--- src/rtl/clock_fail_monitor_pkg.sv ---
package clock_fail_monitor_pkg;

  // ----------------------------------------------------------------
  // register map (byte addresses, one aligned word each)
  // ----------------------------------------------------------------
  localparam int APB_AW = 8;
  localparam logic [APB_AW-1:0] OFF_OSC_CTRL = 8'h00;
  localparam logic [APB_AW-1:0] OFF_OSC_STAT = 8'h04;
  localparam logic [APB_AW-1:0] OFF_PFLAG2 = 8'h08;
  localparam logic [APB_AW-1:0] OFF_PEN2 = 8'h0c;
  localparam logic [APB_AW-1:0] OFF_IRQ_CTRL = 8'h10;

  // ----------------------------------------------------------------
  // field layout and reset values
  // ----------------------------------------------------------------
  localparam int IFS_LSB = 0;
  localparam int IFS_W = 4;
  localparam int SCS_LSB = 4;
  localparam int SCS_W = 2;
  localparam logic [IFS_W-1:0] IFS_RST = 4'h7;
  localparam logic [SCS_W-1:0] SCS_RST = 2'h0;
  localparam logic [SCS_W-1:0] SCS_SECONDARY = 2'h1;
  localparam int SCS_INT_BIT = 1;
  localparam int OSF_BIT = 7;
  localparam int OSE_BIT = 7;
  localparam int GIE_BIT = 7;
  localparam int PERIPHERAL_IRQ_ENABLE_BIT = 6;
  localparam int ST_OST_DONE = 0;
  localparam int ST_EXT_RUN = 1;
  localparam int ST_FAIL_SAFE = 2;
  localparam int ST_MON_ON = 3;

  // ----------------------------------------------------------------
  // timing
  // ----------------------------------------------------------------
  localparam int LF_DIV_RATIO = 64;
  localparam int OST_EXT_CYCLES = 1024;

  // ----------------------------------------------------------------
  // types
  // ----------------------------------------------------------------
  typedef enum logic [2:0] {
    OSC_LOW_POWER_CRYSTAL = 3'b000,
    OSC_CRYSTAL = 3'b001,
    OSC_HIGH_SPEED_CRYSTAL = 3'b010,
    OSC_EXTERNAL_CLOCK_INPUT = 3'b011,
    OSC_SECONDARY_TIMER = 3'b100,
    OSC_RESISTOR_CAPACITOR = 3'b101,
    OSC_INTERNAL = 3'b110
  } clock_fail_monitor_osc_mode_t;

  typedef enum logic [1:0] {
    CS_INT_START = 2'b00,
    CS_EXT_RUN = 2'b01,
    CS_FAIL_SAFE = 2'b10,
    CS_INT_RUN = 2'b11
  } clock_fail_monitor_clk_state_t;

  typedef struct packed {
    logic psel;
    logic penable;
    logic pwrite;
    logic [APB_AW-1:0] paddr;
    logic [31:0] pwdata;
  } clock_fail_monitor_apb_req_t;

  typedef struct packed {
    logic pready;
    logic pslverr;
    logic [31:0] prdata;
  } clock_fail_monitor_apb_rsp_t;

  typedef struct packed {
    logic sel_internal;
    logic sel_secondary;
    logic fail_safe;
    logic dual_speed;
    logic [IFS_W-1:0] int_freq_sel;
  } clock_fail_monitor_clk_ctrl_t;

endpackage

--- src/rtl/clock_fail_monitor_div.sv ---
`timescale 1ns/100ps
// divides the synchronised low-frequency oscillator into the sample clock
module clock_fail_monitor_div
  import clock_fail_monitor_pkg::*;
#(
  parameter int unsigned DIV = LF_DIV_RATIO
) (
  input wire logic pclk,
  input wire logic presetn,
  input wire logic lf_rise,
  output logic samp_rise,
  output logic samp_fall
);

  localparam int unsigned HALF = DIV / 2;
  localparam int CW = $clog2(HALF);

  typedef struct packed {
    logic [CW-1:0] cnt;
    logic samp;
    logic rise;
    logic fall;
  } clock_fail_monitor_div_st_t;

  clock_fail_monitor_div_st_t q;
  clock_fail_monitor_div_st_t d;

  always_comb begin
    d = q;
    d.rise = 1'b0;
    d.fall = 1'b0;
    if (lf_rise) begin
      if (q.cnt == CW'(HALF - 1)) begin
        d.cnt = '0;
        d.samp = ~q.samp;
        d.rise = ~q.samp;
        d.fall = q.samp;
      end else begin
        d.cnt = q.cnt + CW'(1);
      end
    end
  end

  always_ff @(posedge pclk or negedge presetn) begin
    if (!presetn) begin
      q <= '0;
    end else begin
      q <= d;
    end
  end

  assign samp_rise = q.rise;
  assign samp_fall = q.fall;

endmodule

--- src/rtl/clock_fail_monitor_ost.sv ---
`timescale 1ns/100ps
// oscillator start-up timer: counts falling edges of the external clock
module clock_fail_monitor_ost
  import clock_fail_monitor_pkg::*;
#(
  parameter int unsigned COUNT = OST_EXT_CYCLES
) (
  input wire logic pclk,
  input wire logic presetn,
  input wire logic start,
  input wire logic bypass,
  input wire logic tick,
  output logic done
);

  localparam int CW = $clog2(COUNT + 1);

  typedef struct packed {
    logic [CW-1:0] cnt;
    logic done;
  } clock_fail_monitor_ost_st_t;

  clock_fail_monitor_ost_st_t q;
  clock_fail_monitor_ost_st_t d;

  always_comb begin
    d = q;
    if (start) begin
      d.cnt = '0;
      d.done = bypass;
    end else if (!q.done && tick) begin
      d.cnt = q.cnt + CW'(1);
      d.done = (q.cnt == CW'(COUNT - 1));
    end
  end

  always_ff @(posedge pclk or negedge presetn) begin
    if (!presetn) begin
      q <= '0;
    end else begin
      q <= d;
    end
  end

  assign done = q.done;

  chk_ost_bypass_start: assert property (@(posedge pclk) disable iff (!presetn)
    start |=> (done == $past(bypass)))
    else $error("start-up timer bypass not honoured");

endmodule

--- src/rtl/clock_fail_monitor_top.sv ---
`timescale 1ns/100ps
// ----------------------------------------------------------------
// fail-safe clock monitor
// ----------------------------------------------------------------
// Overview of operation
// - no failure is reported before the start-up timer has expired.
// - monitoring runs only while the monitor enable fuse is set.
// - every external oscillator mode is monitored.
// - sample clock is the low-frequency internal oscillator divided by 64.
// - each falling edge of the external clock sets the fail-detect latch.
// - each rising edge of the sample clock clears the fail-detect latch, unless a falling external edge sets it in the same cycle.
// - latch still clear after a whole sample half period means failure.
// - on failure, switch to the internal oscillator and set the fail flag.
// - the fail flag requests an interrupt only with its enable bit set.
// - after failure stay on the internal oscillator until software reselects or sleep is entered.
// - fallback frequency comes from the four-bit internal frequency select field.
// - reset, sleep entry or a source select change clear the fail-safe state.
// - a source select change restarts the start-up timer; run internal meanwhile.
// - fail-safe clears as soon as the source select changes, before any switch to the external clock.
// - software clears the flag before switching back; persisting failure re-sets it.
// - the start-up timer runs after every reset and after waking from sleep.
// - external clock input and RC modes skip the start-up timer.
// - an enabled monitor also enables dual-speed start-up.
// - detection stays off during start-up; status shows start-up and switchover.
// - the fail flag sets regardless of any interrupt enable.
// - the interrupt also needs the peripheral and global enables.
module clock_fail_monitor_top
  import clock_fail_monitor_pkg::*;
#(
  parameter int unsigned OST_COUNT = OST_EXT_CYCLES,
  parameter int unsigned DIV = LF_DIV_RATIO
) (
  input wire logic pclk,
  input wire logic presetn,
  input wire clock_fail_monitor_apb_req_t apb_req,
  output clock_fail_monitor_apb_rsp_t apb_rsp,
  input wire logic ext_clk_pin,
  input wire logic lf_osc_pin,
  input wire logic monitor_enable_fuse,
  input wire clock_fail_monitor_osc_mode_t osc_mode,
  input wire logic sleep_req,
  output clock_fail_monitor_clk_ctrl_t clk_ctrl,
  output logic osc_fail_irq
);

  // ----------------------------------------------------------------
  // state
  // ----------------------------------------------------------------
  typedef struct packed {
    logic ext_s1;
    logic ext_s2;
    logic ext_s3;
    logic lf_s1;
    logic lf_s2;
    logic lf_s3;
    logic fdl;
    logic sleep_q;
    logic ost_go;
    logic [IFS_W-1:0] ifs;
    logic [SCS_W-1:0] clock_source_select;
    logic osf;
    logic ose;
    logic global_irq_enable;
    logic peripheral_irq_enable;
    clock_fail_monitor_clk_state_t cs;
    logic [31:0] prdata;
    logic sel_int;
    logic sel_sec;
    logic fail_safe;
    logic irq;
  } clock_fail_monitor_top_st_t;

  clock_fail_monitor_top_st_t q;
  clock_fail_monitor_top_st_t d;

  logic ext_fall;
  logic lf_rise;
  logic samp_rise;
  logic samp_fall;
  logic ost_done;
  logic ost_bypass;
  logic ext_mode;
  logic monitor_on;
  logic fail_det;
  logic sleep_entry;
  logic sleep_exit;
  logic setup;
  logic access;
  logic wr;
  logic mapped;
  logic wr_ctrl;
  logic wr_pf2;
  logic wr_pen2;
  logic wr_irqc;
  logic scs_chg;
  logic [SCS_W-1:0] scs_new;
  logic [31:0] rdata;

  function automatic logic is_reg(input logic [APB_AW-1:0] a, input logic [APB_AW-1:0] off);
    return a[APB_AW-1:2] == off[APB_AW-1:2];
  endfunction

  // ----------------------------------------------------------------
  // sample clock and start-up timer
  // ----------------------------------------------------------------
  clock_fail_monitor_div #(
    .DIV(DIV)
  ) u_div (
    .pclk(pclk),
    .presetn(presetn),
    .lf_rise(lf_rise),
    .samp_rise(samp_rise),
    .samp_fall(samp_fall)
  );

  clock_fail_monitor_ost #(
    .COUNT(OST_COUNT)
  ) u_ost (
    .pclk(pclk),
    .presetn(presetn),
    .start(q.ost_go),
    .bypass(ost_bypass),
    .tick(ext_fall),
    .done(ost_done)
  );

  // ----------------------------------------------------------------
  // decode
  // ----------------------------------------------------------------
  always_comb begin
    // clock pin edge detection reads only the second and third stages
    ext_fall = q.ext_s3 & ~q.ext_s2;
    lf_rise = q.lf_s2 & ~q.lf_s3;
    sleep_entry = sleep_req & ~q.sleep_q;
    sleep_exit = ~sleep_req & q.sleep_q;
    ost_bypass = (osc_mode == OSC_EXTERNAL_CLOCK_INPUT) ||
                 (osc_mode == OSC_RESISTOR_CAPACITOR);
    ext_mode = (osc_mode != OSC_INTERNAL);
    // detection is off until the timer has expired and the switch is made
    monitor_on = monitor_enable_fuse && ext_mode && ost_done &&
                 (q.cs == CS_EXT_RUN) && !q.sleep_q;
    fail_det = monitor_on && samp_fall && !q.fdl;

    setup = apb_req.psel && !apb_req.penable;
    access = apb_req.psel && apb_req.penable;
    wr = access && apb_req.pwrite;
    mapped = is_reg(apb_req.paddr, OFF_OSC_CTRL) || is_reg(apb_req.paddr, OFF_OSC_STAT) ||
             is_reg(apb_req.paddr, OFF_PFLAG2) || is_reg(apb_req.paddr, OFF_PEN2) ||
             is_reg(apb_req.paddr, OFF_IRQ_CTRL);
    wr_ctrl = wr && is_reg(apb_req.paddr, OFF_OSC_CTRL);
    wr_pf2 = wr && is_reg(apb_req.paddr, OFF_PFLAG2);
    wr_pen2 = wr && is_reg(apb_req.paddr, OFF_PEN2);
    wr_irqc = wr && is_reg(apb_req.paddr, OFF_IRQ_CTRL);
    scs_new = apb_req.pwdata[SCS_LSB +: SCS_W];
    scs_chg = wr_ctrl && (scs_new != q.clock_source_select);

    rdata = '0;
    if (is_reg(apb_req.paddr, OFF_OSC_CTRL)) begin
      rdata[IFS_LSB +: IFS_W] = q.ifs;
      rdata[SCS_LSB +: SCS_W] = q.clock_source_select;
    end else if (is_reg(apb_req.paddr, OFF_OSC_STAT)) begin
      rdata[ST_OST_DONE] = ost_done;
      rdata[ST_EXT_RUN] = (q.cs == CS_EXT_RUN);
      rdata[ST_FAIL_SAFE] = (q.cs == CS_FAIL_SAFE);
      rdata[ST_MON_ON] = monitor_on;
    end else if (is_reg(apb_req.paddr, OFF_PFLAG2)) begin
      rdata[OSF_BIT] = q.osf;
    end else if (is_reg(apb_req.paddr, OFF_PEN2)) begin
      rdata[OSE_BIT] = q.ose;
    end else if (is_reg(apb_req.paddr, OFF_IRQ_CTRL)) begin
      rdata[GIE_BIT] = q.global_irq_enable;
      rdata[PERIPHERAL_IRQ_ENABLE_BIT] = q.peripheral_irq_enable;
    end
  end

  // ----------------------------------------------------------------
  // next state
  // ----------------------------------------------------------------
  always_comb begin
    d = q;
    d.ext_s1 = ext_clk_pin;
    d.ext_s2 = q.ext_s1;
    d.ext_s3 = q.ext_s2;
    d.lf_s1 = lf_osc_pin;
    d.lf_s2 = q.lf_s1;
    d.lf_s3 = q.lf_s2;
    d.sleep_q = sleep_req;

    // set wins over clear when both edges meet in one cycle
    if (ext_fall) begin
      d.fdl = 1'b1;
    end else if (samp_rise) begin
      d.fdl = 1'b0;
    end

    // timer restarts on wake and on a source change; reset value starts it too
    d.ost_go = scs_chg || sleep_exit;

    if (wr_ctrl) begin
      d.ifs = apb_req.pwdata[IFS_LSB +: IFS_W];
      d.clock_source_select = scs_new;
    end
    if (wr_pen2) begin
      d.ose = apb_req.pwdata[OSE_BIT];
    end
    if (wr_irqc) begin
      d.global_irq_enable = apb_req.pwdata[GIE_BIT];
      d.peripheral_irq_enable = apb_req.pwdata[PERIPHERAL_IRQ_ENABLE_BIT];
    end

    // hardware set wins over a software write in the same cycle
    if (fail_det) begin
      d.osf = 1'b1;
    end else if (wr_pf2) begin
      d.osf = apb_req.pwdata[OSF_BIT];
    end

    if (sleep_entry || scs_chg) begin
      d.cs = CS_INT_START;
    end else begin
      unique case (q.cs)
        CS_INT_START: begin
          if (!q.sleep_q && !q.ost_go) begin
            if (q.clock_source_select[SCS_INT_BIT]) begin
              d.cs = CS_INT_RUN;
            end else if (ost_done) begin
              d.cs = CS_EXT_RUN;
            end
          end
        end
        CS_EXT_RUN: begin
          if (fail_det) begin
            d.cs = CS_FAIL_SAFE;
          end
        end
        CS_FAIL_SAFE: begin
          d.cs = CS_FAIL_SAFE;
        end
        CS_INT_RUN: begin
          d.cs = CS_INT_RUN;
        end
      endcase
    end

    // outside the external run state the core clocks from the internal oscillator
    d.sel_int = (d.cs != CS_EXT_RUN) || !ext_mode;
    d.sel_sec = (d.clock_source_select == SCS_SECONDARY);
    d.fail_safe = (d.cs == CS_FAIL_SAFE);
    d.irq = d.osf && d.ose && d.peripheral_irq_enable && d.global_irq_enable;

    // read data is captured in the setup cycle so it is a flop in access
    if (setup) begin
      d.prdata = rdata;
    end
  end

  always_ff @(posedge pclk or negedge presetn) begin
    if (!presetn) begin
      q <= '0;
      q.ost_go <= 1'b1;
      q.ifs <= IFS_RST;
      q.clock_source_select <= SCS_RST;
      q.cs <= CS_INT_START;
      q.sel_int <= 1'b1;
    end else begin
      q <= d;
    end
  end

  // ----------------------------------------------------------------
  // outputs
  // ----------------------------------------------------------------
  assign apb_rsp.pready = 1'b1;
  assign apb_rsp.pslverr = access && !mapped;
  assign apb_rsp.prdata = q.prdata;
  assign clk_ctrl.sel_internal = q.sel_int;
  assign clk_ctrl.sel_secondary = q.sel_sec;
  assign clk_ctrl.fail_safe = q.fail_safe;
  assign clk_ctrl.dual_speed = monitor_enable_fuse;
  assign clk_ctrl.int_freq_sel = q.ifs;
  assign osc_fail_irq = q.irq;

  // ----------------------------------------------------------------
  // checks
  // ----------------------------------------------------------------
  chk_no_early_fail: assert property (@(posedge pclk) disable iff (!presetn)
    fail_det |-> (ost_done && q.cs == CS_EXT_RUN))
    else $error("failure reported before start-up completed");

  chk_fuse_gates_mon: assert property (@(posedge pclk) disable iff (!presetn)
    !monitor_enable_fuse |=> !$rose(q.fail_safe))
    else $error("fail-safe entered with monitor fuse clear");

  chk_latch_set_edge: assert property (@(posedge pclk) disable iff (!presetn)
    (q.ext_s3 && !q.ext_s2) |=> q.fdl)
    else $error("falling external edge did not set the latch");

  chk_latch_clear_samp: assert property (@(posedge pclk) disable iff (!presetn)
    (samp_rise && !ext_fall) |=> !q.fdl)
    else $error("sample rising edge did not clear the latch");

  chk_fail_switch_flag: assert property (@(posedge pclk) disable iff (!presetn)
    (fail_det && !scs_chg && !sleep_entry) |=>
      (q.cs == CS_FAIL_SAFE && q.osf && q.sel_int && q.fail_safe))
    else $error("failure did not switch clock and set flag");

  chk_irq_all_enables: assert property (@(posedge pclk) disable iff (!presetn)
    $rose(osc_fail_irq) |-> ($past(q.global_irq_enable) || q.global_irq_enable) && q.peripheral_irq_enable && q.ose && q.osf)
    else $error("interrupt raised without all enables");

  chk_failsafe_hold: assert property (@(posedge pclk) disable iff (!presetn)
    (q.cs == CS_FAIL_SAFE && !scs_chg && !sleep_entry) |=> q.cs == CS_FAIL_SAFE)
    else $error("fail-safe left without software action");

  chk_scs_restart: assert property (@(posedge pclk) disable iff (!presetn)
    scs_chg |=> (q.cs == CS_INT_START && q.sel_int && q.ost_go))
    else $error("source change did not restart start-up");

  chk_flag_set_wins: assert property (@(posedge pclk) disable iff (!presetn)
    (fail_det && wr_pf2) |=> q.osf)
    else $error("software clear beat a hardware failure");

endmodule

--- config.mk ---
export PLATFORM = sky130hd
export DESIGN_NAME = clock_fail_monitor_top
export DESIGN_NICKNAME = d
export VERILOG_FILES = /design/src/rtl/clock_fail_monitor_pkg.sv /design/src/rtl/clock_fail_monitor_div.sv /design/src/rtl/clock_fail_monitor_ost.sv /design/src/rtl/clock_fail_monitor_top.sv
export SDC_FILE = /design/constraint.sdc
export NUM_CORES = 1
export LEC_CHECK = 0
export BUFFER_PORTS_ARGS = -buffer_cell sky130_fd_sc_hd__buf_2
export CAP_MARGIN = 20
export CORE_AREA = 2 2 75 77
export CTS_CLUSTER_SIZE = 20
export DETAILED_ROUTE_END_ITERATION = 16
export DIE_AREA = 0 0 77 79
export GPL_ROUTABILITY_DRIVEN = 0
export PLACE_DENSITY_LB_ADDON = 0.12
export SKIP_CTS_REPAIR_TIMING = 1
export SLEW_MARGIN = 20
export SYNTH_ARGS = -nofsm -noshare
export SYNTH_HDL_FRONTEND = slang
export SYNTH_SLANG_ARGS = --single-unit
--- constraint.sdc ---
create_clock -name pclk -period 3 [get_ports pclk]
set_input_delay 0.3 -clock pclk [delete_from_list [all_inputs] [get_ports pclk]]
set_output_delay 0.3 -clock pclk [all_outputs]
set_load 0.01 [all_outputs]
# ---- Word level (Yosys, flattened, before mapping)
# Index checks and enable logic that the tools add are counted.
dict set report totals {
  elab_cells 122
  register_bits 53
  output_inout_bits 43
}
dict set report op_classes {
  n_addsub 2
  bitwise_logic 9
  muxes 28
  n_reduce_logical 40
  eq_ne 16
}
# operator n
set ops {}
lappend ops {{$mux W2} 13}
lappend ops {{$mux W12} 2}
lappend ops {{$logic_and A1 B1 Y1} 20}
lappend ops {{$eq A6 B2 Y1 const B} 2}
lappend ops {{$add A11 B1 Y11 const B} 1}
lappend ops {{$eq A11 B10 Y1 const B} 1}
lappend ops {{$mux W1} 9}
lappend ops {{$logic_or A1 B1 Y1} 8}
lappend ops {{$mux W4} 2}
lappend ops {{$pmux W2 S4} 1}
lappend ops {{$logic_not A1 Y1} 7}
lappend ops {{$eq A2 B2 Y1 const B} 3}
lappend ops {{$eq A6 B1 Y1 const B} 1}
lappend ops {{$eq A6 B3 Y1 const B} 1}
lappend ops {{$logic_not A6 Y1} 1}
lappend ops {{$add A5 B1 Y5 const B} 1}
lappend ops {{$eq A5 B5 Y1 const B} 1}
lappend ops {{$mux W5} 1}
lappend ops {{$not A1 Y1} 5}
lappend ops {{$and A1 B1 Y1} 4}
lappend ops {{$eq A2 B1 Y1 const B} 2}
lappend ops {{$reduce_bool A2 Y1} 2}
lappend ops {{$eq A3 B2 Y1 const B} 1}
lappend ops {{$eq A3 B3 Y1 const B} 1}
lappend ops {{5 further kinds} 5}

# ---- Logic depth before layout (Yosys ltp)
# Gate-level depths: netlist of run 1.
dict set report depth {
  word_depth 12
  ltp_mapped 6
  ltp_nobuf 6
}

# ---- Cells and area by module
# A second synthesis of run 1 with hierarchy kept.
dict set report hier_totals {
  hier_cells 250
  hier_area_um2 2733.9
}
# mod instances area_each_um2 seq_area_each_um2 cells_per_inst
set by_module_without_submodules {}
lappend by_module_without_submodules {clock_fail_monitor_top 1 1803.0 832.0 169}
lappend by_module_without_submodules {clock_fail_monitor_ost 1 571.8 300.3 53}
lappend by_module_without_submodules {clock_fail_monitor_div 1 359.1 200.2 28}

# ---- Worst setup path before layout of run 1
# OpenSTA, ideal clock, no wires.
dict set report synth_path {
  path_type {input-to-reg}
  startpoint {input apb_req[36] in the netlist's numbering}
  endpoint {register q, in the netlist clk_ctrl[3]}
  required_ns 2.875
  slack_ns 1.332
  n_path_buf 0
  setup_time_ns 0.125
  arrival_time_ns 1.543
  cell_stages 3
  cell_sequence {or3_4 nor4b_4 mux2_2}
}
dict set report synth_via {
  elab_chain_len 2
}
# item line_no
set synth_rtl {}
lappend synth_rtl {{from (decl)} clock_fail_monitor_top.sv:35} ;# input wire clock_fail_monitor_apb_req_t apb_req,
lappend synth_rtl {{$logic_not A6 Y1} clock_fail_monitor_top.sv:100} ;# return a[APB_AW-1:2] == off[APB_AW-1:2];
lappend synth_rtl {{$logic_and A1 B1 Y1} clock_fail_monitor_top.sv:150} ;# wr_ctrl = wr && is_reg(apb_req.paddr, OFF_OSC_CTRL);
lappend synth_rtl {{to (decl)} clock_fail_monitor_top.sv:73} ;# clock_fail_monitor_top_st_t q;
# Every way passes these cells.
# A chain may end at the register's enable or synchronous reset.

# ---- Final worst setup path of run 1
dict set report layout_path {
  startpoint {register u_ost.q, in the netlist u_ost.done}
  endpoint {register u_ost.q[10] in the netlist's numbering}
}
dict set report layout_via {
  elab_chain_len 3
}
# item line_no
set layout_rtl {}
lappend layout_rtl {{from (decl)} clock_fail_monitor_ost.sv:23} ;# clock_fail_monitor_ost_st_t q;
lappend layout_rtl {{from (signal assigned)} clock_fail_monitor_ost.sv:39} ;# q <= '0;
lappend layout_rtl {{from (signal assigned)} clock_fail_monitor_ost.sv:41} ;# q <= d;
lappend layout_rtl {{$logic_not A1 Y1} clock_fail_monitor_ost.sv:31} ;# end else if (!q.done && tick) begin
lappend layout_rtl {{$logic_and A1 B1 Y1} clock_fail_monitor_ost.sv:31}
lappend layout_rtl {{$reduce_bool A2 Y1 (no line)} --}
# Every way passes these cells.

==> summary.md, run 1 <==
| Metric | Value |
|---|---|
| GRT overflow | 0 |
| Port Buf Inserts | 43 |
| Initial Util | 51.0% |
| VDD IR-drop max | 0.000319 V |
| Post-synth cell types | 48 |
| Cell Pwr Density | 535 mW/mm² |
| Worst slew pin tran | 0.673 ns |
| Clock Sinks | 53 |
| Layout cells sized above 1 | 25.4% |
| Max cap viols | 0 |
| Family with the most delay on the worst path | simple AND/OR/NAND/NOR gates |
| F_max | 557 MHz |
| Top cell type's share of synthesized area | 44.1% |
| Post-synth EDFFs | 0 |
| Vias | 1790 |
| Largest net degree at the start of global routing | 35 |
| Vias per cell | 4.88 |
| # IOs | 95 |
| Critical path buffers and inverters | 0 |
| Commonest non-fill, non-tap cell in the layout | dfrtp_1 |
| Drt initial violations | 44 |
| Synth area leader | dfrtp_1 |
| CTS tree | yes |
| First-pass GRT wire length | 7.85 mm |
| CORE AREA | 0.00534 mm² |
| Hold crit path type | input pin to flip-flop |
| # rows | 27 |
| Top cells by area, synth | dfrtp_1 (44%), buf_4 (11%), dfstp_2 (4.8%) |
| Worst EP arrival | 2.00 ns |
| Final worst path period need | 1.80 ns |
| Cts bufs inserted | 5 |
| Top FF cell, synth | dfrtp_1 |
| Aggregate routed wire length | 4.71 mm |
| Avg Inst Size Synth | 10.2 µm² |
| Clock Latency Late Sink | 0.31 ns |
| Reg area | 0.00133 mm² |
| Synthesized instance count | 266 |
| Final count of pins violating max slew | 0 |
| Clock Path Buffers | 2 |
| # DRC | 0 |
| Register area share after synthesis | 48.9% |
| Largest stage delay on the critical path | 0.51 ns |
| Crit-path max FO | 6 |
| DR pass1 iterations | 4 |
| Die width | 77 µm |
| FFs w/ async S/R, synth | 100% |
| Power, Total | 1570 µW |
| Kind of critical path | flip-flop to flip-flop |
| Crit path required time | 3.21 ns |
| DIE AREA | 0.00608 mm² |
| Area Overhead vs Synth | 7.90% |
| Seq cells post-synth | 53 |
| YS warnings | 0 |
| DP Wirelength | 3.42 mm |
| CTS root buffer | clkbuf_8 |
| FILL cells | 506 |
| Final Cycle Share | 59.9% |
| H-tree levels | 2 |
| Global-route usage over all layers | 16.4% |
| Final hold vios | 0 |
| Initial antenna violation count | 0 |
| Slowest-stage cell, CP | or3b_1 |
| CP Capture Type | flip-flop |
| Post-Syn Area | 0.00272 mm² |
| Headroom to the max-slew limit | 55.0% |
| # setup viols final | 0 |
| Wirelength per Cell | 12.8 µm |
| # nets final | 349 |
| Antenna cell count | 0 |
| Most frequent cells in the layout | dfrtp_1 (48), buf_2 (43), nand2_1 (29) |
| Status | finished clean |
| Unrepaired setup endpoints after global routing | false |
| Antenna-violating nets left | 0 |
| Vias in the first global route | 1685 |
| Setup Total Neg Slack | 0 ns |
| Critical Path Start Type | flip-flop |
| Clock-pin slew on the worst setup and hold paths | 0.10 ns |
| Area of the multi-input gates | 0.00112 mm² |
| Clk_skew | 0.0100 ns |
| Die height | 79 µm |
| Leak | 0.00145 µW |
| Worst-path cell chain | or3b_1, nor3_2, nand3_1, mux2_2 |
Yosys cell counts (4+ instances only):
| cell | count |
|---|---|
| and3_1 | 6 |
| buf_4 | 41 |
| clkbuf_1 | 4 |
| dfrtp_1 | 48 |
| dfstp_2 | 5 |
| inv_1 | 6 |
| mux2_2 | 11 |
| mux2i_1 | 5 |
| nand2_1 | 29 |
| nand2b_1 | 6 |
| nand3_1 | 5 |
| nor2_1 | 22 |
| nor2b_1 | 6 |
| o21ai_0 | 11 |
| o31ai_1 | 5 |
| xnor2_1 | 8 |
per-stage QoR:
step / utilization (%) / cells / setup WS [ns] / cell area (µm²) / hold WS [ns]
finish: 55.0 / 367 / 1.20 / 2940 / 0.0912
global placement: 52.3 / 358 / 1.01 / 2790 / 0.264
global route: 55.0 / 367 / 1.10 / 2940 / 0.0699
detailed placement: 52.3 / 358 / 1.02 / 2790 / 0.270
CTS: 54.9 / 366 / 1.18 / 2930 / -0.0807
floorplan: - / 289 / 1.33 / 2810 / 0.00441
final cells by class:
cell class	count	share of cell area, %
clock buffers	5	2.34
clock inverters	3	2.34
inverters	6	0.767
multi-input cells	183	38.2
flip-flops and latches	53	45.4
well taps	72	3.07
repair buffers	45	7.92
per-layer routing:
layer / routed length (µm) / global-route usage, % / share of wire [%]
met4: 74 / 5.89 / 1.6
met3: 186 / 4.09 / 4.0
met1: 2190 / 21.4 / 46
met5: 0 / 0 / 0
met2: 2260 / 26.8 / 48
flip-flops by register name, indices dropped and copies added, names as in the netlist:
register	flops
q	13
u_ost.q	11
apb_rsp	8
clk_ctrl	7
u_div.q	6
d	4
osc_fail_irq	1
u_div.samp_fall	1
u_div.samp_rise	1
u_ost.done	1
report_power, final:
group | leakage (µW) | internal [µW] | total, µW | switching, µW
clock | 0.0000687 | 336 | 574 | 239
sequential | 0.000683 | 769 | 820 | 50.6
combinational | 0.000694 | 74.7 | 177 | 102
cells by family (layout without fill, tap and decap cells):
logic type	Yosys count	after routing	synth area share, %
and+or+nand+nor	98	98	19.3
AOI/OAI and AO/OA	31	31	7.54
xor gates and xnor gates	10	10	3.22
DFF	53	53	48.9
muxes	16	16	6.39
buffers and inverters	53	59	13.0
adders and majority gates	3	3	1.38
other	2	25	0.276
final timing paths:
check                                    to  cells past startpoint   startpoint  slack (ns)
min in group asynchronous             q[36]                      2      presetn        0.48
worst min-delay path                  d[55]                      1  ext_clk_pin        0.09
worst min register to register        d[51]                      0        d[52]        0.36
worst max-delay path            u_ost.q[10]                      4   u_ost.done        1.20
max in group asynchronous       clk_ctrl[2]                      3      presetn        1.70
worst max register to register  u_ost.q[10]                      4   u_ost.done        1.20
(Power assumes the default switching activity.)
==> run 2: changes to the inputs <==
- CORE_AREA: 2 2 75 77 -> 2 2 77 79
- DIE_AREA: 0 0 77 79 -> 0 0 79 81
- clock period: 3 -> 1.7 ns (I/O delays scaled with it)
==> run 2 against run 1 <==
  * Die area rose by 5.2%
  * Clock skew fell by 0.0068 ns
  * Register-to-register slack got worse by 1.1 ns
  * Routed wire length rose by 0.15%
  * Critical path depth did not move
  * Largest power group unchanged
  * Power rose by 69%
  * Highest routed layer unchanged
==> summary.md, run 2 (synthesis gave the netlist of run 1 again) <==
| Metric | Value |
|---|---|
| Clock Path Buffers | 2 (unchanged) |
| Commonest non-fill, non-tap cell in the layout | dfrtp_1 |
| Hold crit path type | input pin to flip-flop |
| Most frequent cells in the layout | dfrtp_1 (48), buf_2 (43), nand2_1 (29) |
| # nets final | 363 (+4.0%) |
| Power, Total | 2660 µW (+69%) |
| Initial Util | 48.0% (-3.0 points) |
| Antenna-violating nets left | 0 (unchanged) |
| Final Cycle Share | 94.6% (+35 points) |
| Largest net degree at the start of global routing | 54 (+54%) |
| Vias | 1881 (+5.1%) |
| DR pass1 iterations | 4 (unchanged) |
| Area Overhead vs Synth | 13.0% |
| # rows | 28 (+3.7%) |
| Final worst path period need | 1.61 ns (-0.188 ns) |
| Final hold vios | 0 (unchanged) |
| Clock-pin slew on the worst setup and hold paths | 0.10 ns (about the same) |
| Vias in the first global route | 1736 (+3.0%) |
| Die height | 81 µm (+2.5%) |
| CTS root buffer | clkbuf_8 |
| CP Capture Type | flip-flop |
| Vias per cell | 4.90 (+0.43%) |
| DIE AREA | 0.00640 mm² (+5.2%) |
| Max cap viols | 0 (unchanged) |
| Clk_skew | 0.00326 ns (-0.00677 ns) |
| Drt initial violations | 61 (+39%) |
| VDD IR-drop max | 0.000553 V (+73%) |
| Leak | 0.00152 µW (+5.3%) |
| Kind of critical path | flip-flop to flip-flop |
| # DRC | 0 (unchanged) |
| Headroom to the max-slew limit | 61.5% (+6.5 points) |
| Setup Total Neg Slack | 0 ns (unchanged) |
| Biggest register | q |
| H-tree levels | 2 (unchanged) |
| Worst Reg-to-Reg Cells | 4 (unchanged) |
| Die width | 79 µm (+2.6%) |
| Worst slew pin tran | 0.578 ns (-0.0948 ns) |
| Clock Sinks | 53 (unchanged) |
| Clock Latency Late Sink | 0.30 ns (about the same) |
| CORE AREA | 0.00568 mm² (+6.3%) |
| Unrepaired setup endpoints after global routing | true |
| Cell Pwr Density | 865 mW/mm² (+62%) |
| Antenna cell count | 0 (unchanged) |
| Met2 wire length | 2.25 mm (-0.31%) |
| Initial antenna violation count | 0 (unchanged) |
| Wirelength per Cell | 12.3 µm (-4.3%) |
| # setup viols final | 0 (unchanged) |
| Aggregate routed wire length | 4.71 mm (+0.15%) |
| Max reg flops | 13 (unchanged) |
| Cts bufs inserted | 5 (unchanged) |
| Top routing layer used | met4 |
| Layout cells sized above 1 | 29.1% (+3.7 points) |
| # IOs | 95 (unchanged) |
| Status | finished clean |
| First-pass GRT wire length | 7.92 mm (+0.88%) |
| GRT overflow | 0 (unchanged) |
| Global-route usage over all layers | 16.0% (-0.36 points) |
| Critical Path Start Type | flip-flop |
| Met1 Wirelength | 2.26 mm (+3.2%) |
| DP Wirelength | 3.45 mm (+0.95%) |
| Worst EP arrival | 1.81 ns (-0.19 ns) |
| Met3 layer wire length in the routed design | 168 µm (-9.7%) |
| Crit path required time | 1.90 ns (-1.31 ns) |
| Hold Path Stages | 2 (+1) |
| Crit-path max FO | 4 (-2) |
| F_max | 622 MHz (+12%) |
| Port Buf Inserts | 43 (unchanged) |
| Final count of pins violating max slew | 0 (unchanged) |
| CTS tree | yes |
[run 2: stage by stage]
stage | hold WS, ns | util [%] | instances | setup WS [ns] | instance area (µm²)
floorplan | -0.126 | - | 289 | 0.0389 | 2810
global placement | 0.187 | 50.9 | 372 | 0.0410 | 2890
detailed placement | 0.186 | 50.9 | 372 | 0.00433 | 2890
CTS | -0.156 | 52.9 | 380 | -0.0165 | 3000
global route | 0.0803 | 54.2 | 384 | -0.00616 | 3080
finish | 0.0990 | 54.2 | 384 | 0.0921 | 3080
[run 2: per-layer routing]
metal / up-vias / global-route usage (%)
li1: 927 / -
met1: 909 / 21.1
met2: 41 / 26.4
met3: 4 / 4.33
met4: 0 / 4.14
met5: - / 0
[run 2: worst paths after layout]
kind / from / endpoint / slack (ns)
setup / recovery: u_ost.done / u_ost.q[10] / 0.09
hold / removal: apb_req[1] / clk_ctrl[1] / 0.1
setup reg to reg: u_ost.done / u_ost.q[10] / 0.09
hold reg to reg: d[52] / d[51] / 0.36
max in group asynchronous: presetn / clk_ctrl[0] / 1.03
min in group asynchronous: presetn / apb_rsp[1] / 0.38
[run 2: report_power, final]
group	switching (µW)	internal (µW)	leakage, µW	total (µW)
sequential	72.9	1360	0.000683	1430
clock	424	441	0.0000543	865
combinational	206	160	0.000785	366
[run 2: cell type report]
class | count | area [µm²]
flip-flops and latches | 53 | 1330
repair buffers | 59 | 358
inverters | 6 | 22.5
fillers | 517 | 2600
clock inverters | 3 | 46.3
well taps | 75 | 93.8
clock buffers | 5 | 68.8
multi-input cells | 183 | 1150
[run 2: critical path, stage by stage (launching register included)]
cell,delay [ns]
dfrtp_1,0.38
or3b_1,0.48
nor3_4,0.25
nand3_1,0.11
mux2_2,0.28
==> run 3: changes to the inputs <==
- SYNTH_HIERARCHICAL: unset -> 1
==> run 3 against run 2 <==
  * Power shrank 3.6%
  * Register-to-register slack improved by 0.05 ns
  * Clock-buffer cell count increased by 1
  * Clock skew is 0.0034 ns higher
  * Routed wire length is 3.9% lower
  * Clock power down 21%
  * Via count down 5.8%
  * Sequential cell count stayed put
  * Critical path type unchanged
==> summary.md, run 3 <==
| Metric | Value |
|---|---|
| Most frequent cells in the layout | dfrtp_1 (48), buf_2 (43), conb_1 (25) |
| Max cap viols | 0 (unchanged) |
| Antenna cell count | 0 (unchanged) |
| Clock-pin slew on the worst setup and hold paths | 0.09 ns (about the same) |
| Clk_skew | 0.00665 ns (+0.00339 ns) |
| Met2 wire length | 2.24 mm (-0.36%) |
| Setup Total Neg Slack | 0 ns (unchanged) |
| DP Wirelength | 3.32 mm (-3.8%) |
| Placed Instances | 350 (-5.9%) |
| Slowest-stage cell, CP | dfrtp_1 |
| CORE AREA | 0.00568 mm² (unchanged) |
| Port Buf Inserts | 43 (unchanged) |
| VDD IR-drop max | 0.000479 V (-13%) |
| Commonest non-fill, non-tap cell in the layout | dfrtp_1 |
| Wirelength per Cell | 12.5 µm (+2.0%) |
| Critical path buffers and inverters | 0 (unchanged) |
| Post-synth EDFFs | 0 (unchanged) |
| Top cells by area, synth | dfrtp_1 (44%), buf_4 (12%), dfstp_2 (4.8%) |
| DR pass1 iterations | 6 (+2) |
| Worst EP arrival | 1.77 ns (-0.04 ns) |
| Unrepaired setup endpoints after global routing | false |
| FFs w/ async S/R, synth | 100% (unchanged) |
| Post-synth cell types | 49 (+2.1%) |
| Register area share after synthesis | 48.7% (-0.20 points) |
| Worst Reg-to-Reg Cells | 5 (+1) |
| Synth area leader | dfrtp_1 |
| Family with the most delay on the worst path | adder cells |
| Worst slew pin tran | 0.527 ns (-0.0510 ns) |
| Cts bufs inserted | 5 (unchanged) |
| Largest net degree at the start of global routing | 54 (unchanged) |
| # IOs | 95 (unchanged) |
| Top FF cell, synth | dfrtp_1 |
| Die height | 81 µm (unchanged) |
| Crit path required time | 1.91 ns (about the same) |
| Initial antenna violation count | 0 (unchanged) |
| R2R setup slack | 0.14 ns (+0.05 ns) |
| Critical Path Start Type | flip-flop |
| Vias in the first global route | 1634 (-5.9%) |
| Vias per cell | 4.89 (-0.13%) |
| Top cell type's share of synthesized area | 43.9% (-0.18 points) |
| Status | finished clean |
| Clock Sinks | 53 (unchanged) |
| CTS tree | yes |
| Drt initial violations | 47 (-23%) |
| Clock Latency Late Sink | 0.30 ns (about the same) |
| # nets final | 341 (-6.1%) |
| CTS root buffer | clkbuf_8 |
| Clock Path Buffers | 2 (unchanged) |
| # setup viols final | 0 (unchanged) |
| Non-Filler Instances | 362 (-5.7%) |
| Vias | 1771 (-5.8%) |
| FILL cells | 537 (+3.9%) |
| Final hold vios | 0 (unchanged) |
| Synth top cells by count | dfrtp_1 (48), buf_4 (42), nand2_1 (17), nor2_1 (15), xor2_1 (11) |
| Headroom to the max-slew limit | 64.9% (+3.4 points) |
| Area Overhead vs Synth | 8.70% |
| Cell mode on critical path | ha_1 |
| Crit-path max FO | 4 (unchanged) |
| Layout cells sized above 1 | 27.9% (-1.3 points) |
| Initial Util | 48.2% (+0.20 points) |
| Aggregate routed wire length | 4.53 mm (-3.9%) |
| # rows | 28 (unchanged) |
| DIE AREA | 0.00640 mm² (unchanged) |
| Final count of pins violating max slew | 0 (unchanged) |
| Synthesized instance count | 250 (-6.0%) |
| Max reg flops | 13 (unchanged) |
| # DRC | 0 (unchanged) |
| Avg Inst Size Synth | 10.9 µm² (+6.8%) |
| GRT overflow | 0 (unchanged) |
| Post-Syn Area | 0.00273 mm² (+0.41%) |
| Met1 Wirelength | 2.03 mm (-9.9%) |
| Largest stage delay on the critical path | 0.41 ns (-0.07 ns) |
| Critical Path Stages | 5 (+1) |
| Die width | 79 µm (unchanged) |
| First-pass GRT wire length | 7.54 mm (-4.8%) |
| Global-route usage over all layers | 15.3% (-0.72 points) |
| Kind of critical path | flip-flop to flip-flop |
| Hold crit path type | input pin to flip-flop |
| Top-count cell post-synth | dfrtp_1 |
| Final Cycle Share | 91.8% (-2.8 points) |
| F_max | 641 MHz (+3.1%) |
| H-tree levels | 2 (unchanged) |
| Final worst path period need | 1.56 ns (-0.0479 ns) |
| Cell Pwr Density | 863 mW/mm² (-0.28%) |
| Antenna-violating nets left | 0 (unchanged) |
| Top routing layer used | met4 |
| Leak | 0.00151 µW (-1.0%) |
| Hold Path Stages | 1 (-1) |
| Met3 layer wire length in the routed design | 177 µm (+5.4%) |
| YS warnings | 6 (+6) |
| Seq cells post-synth | 53 (unchanged) |
| Biggest register | q |
| Worst-path cell chain | ha_1, and3_1, ha_1, nand2b_1, o31ai_1 |
| CP Capture Type | flip-flop |
run 3: cell count changes after synthesis, sizes merged, moves of 4 or more:
cell / change
nand2: -10
mux2i: +4
xor2: +9
o21ai: -4
nor2: -7
xnor2: -6
nand4: +4
run 3: worst paths after layout:
path / from / endpoint
setup / recovery: u_div/q[3] / u_div/q[6]
setup reg to reg: u_div/q[3] / u_div/q[6]
min in group asynchronous: presetn / apb_rsp[6]
max in group asynchronous: presetn / clk_ctrl[0]
hold reg to reg: d[52] / d[51]
hold / removal: sleep_req / q[49]
run 3: power by group:
group          internal, µW  leakage [µW]  switching (µW)
Clock                   286     0.0000450             397
Combinational           207      0.000779             210
Sequential             1370      0.000683            90.9
run 3: layout make-up:
type | count | area (µm²) | area share (%)
clock buffers | 6 | 72.6 | 2.44
well taps | 75 | 93.8 | 3.16
clock inverters | 2 | 10.0 | 0.337
inverters | 5 | 18.8 | 0.632
repair buffers | 53 | 310 | 10.4
multi-input cells | 168 | 1130 | 38.1
flip-flops and latches | 53 | 1330 | 44.8
run 3: cell families after synthesis:
logic type / synth area share (%)
xor gates and xnor gates: 4.16
DFF: 48.7
muxes: 8.38
and+or+nand+nor: 18.3
adders and majority gates: 1.37
AOI/OAI and AO/OA: 5.86
other: 0.275
buffers and inverters: 13.0
run 3: metal layers:
layer | track usage, % | up-vias
met5 | 0 | -
met3 | 2.33 | 7
met4 | 6.72 | 0
met1 | 19.3 | 863
li1 | - | 858
met2 | 26.3 | 43
run 3: stage by stage:
| step | area, µm² | setup slack, ns | hold WS (ns) | utilization, % | total power [µW] |
|---|---|---|---|---|---|
| 2_1_floorplan | 2820 | 0.254 | -0.126 | - | 1800 |
| 6_report | 2970 | 0.140 | 0.00705 | 52.4 | 2560 |
| 4_1_cts | 2930 | 0.115 | -0.140 | 51.7 | 2590 |
| 3_5_place_dp | 2850 | 0.154 | 0.189 | 50.2 | 1890 |
| 5_1_grt | 2970 | 0.0288 | 0.00591 | 52.4 | 2710 |
| 3_3_place_gp | 2850 | 0.158 | 0.188 | 50.2 | 1890 |
run 3: worst register-to-register path: stages, from the launching register on:
cell,delay [ns]
dfrtp_1,0.41
ha_1,0.23
and3_1,0.19
ha_1,0.22
nand2b_1,0.19
o31ai_1,0.24
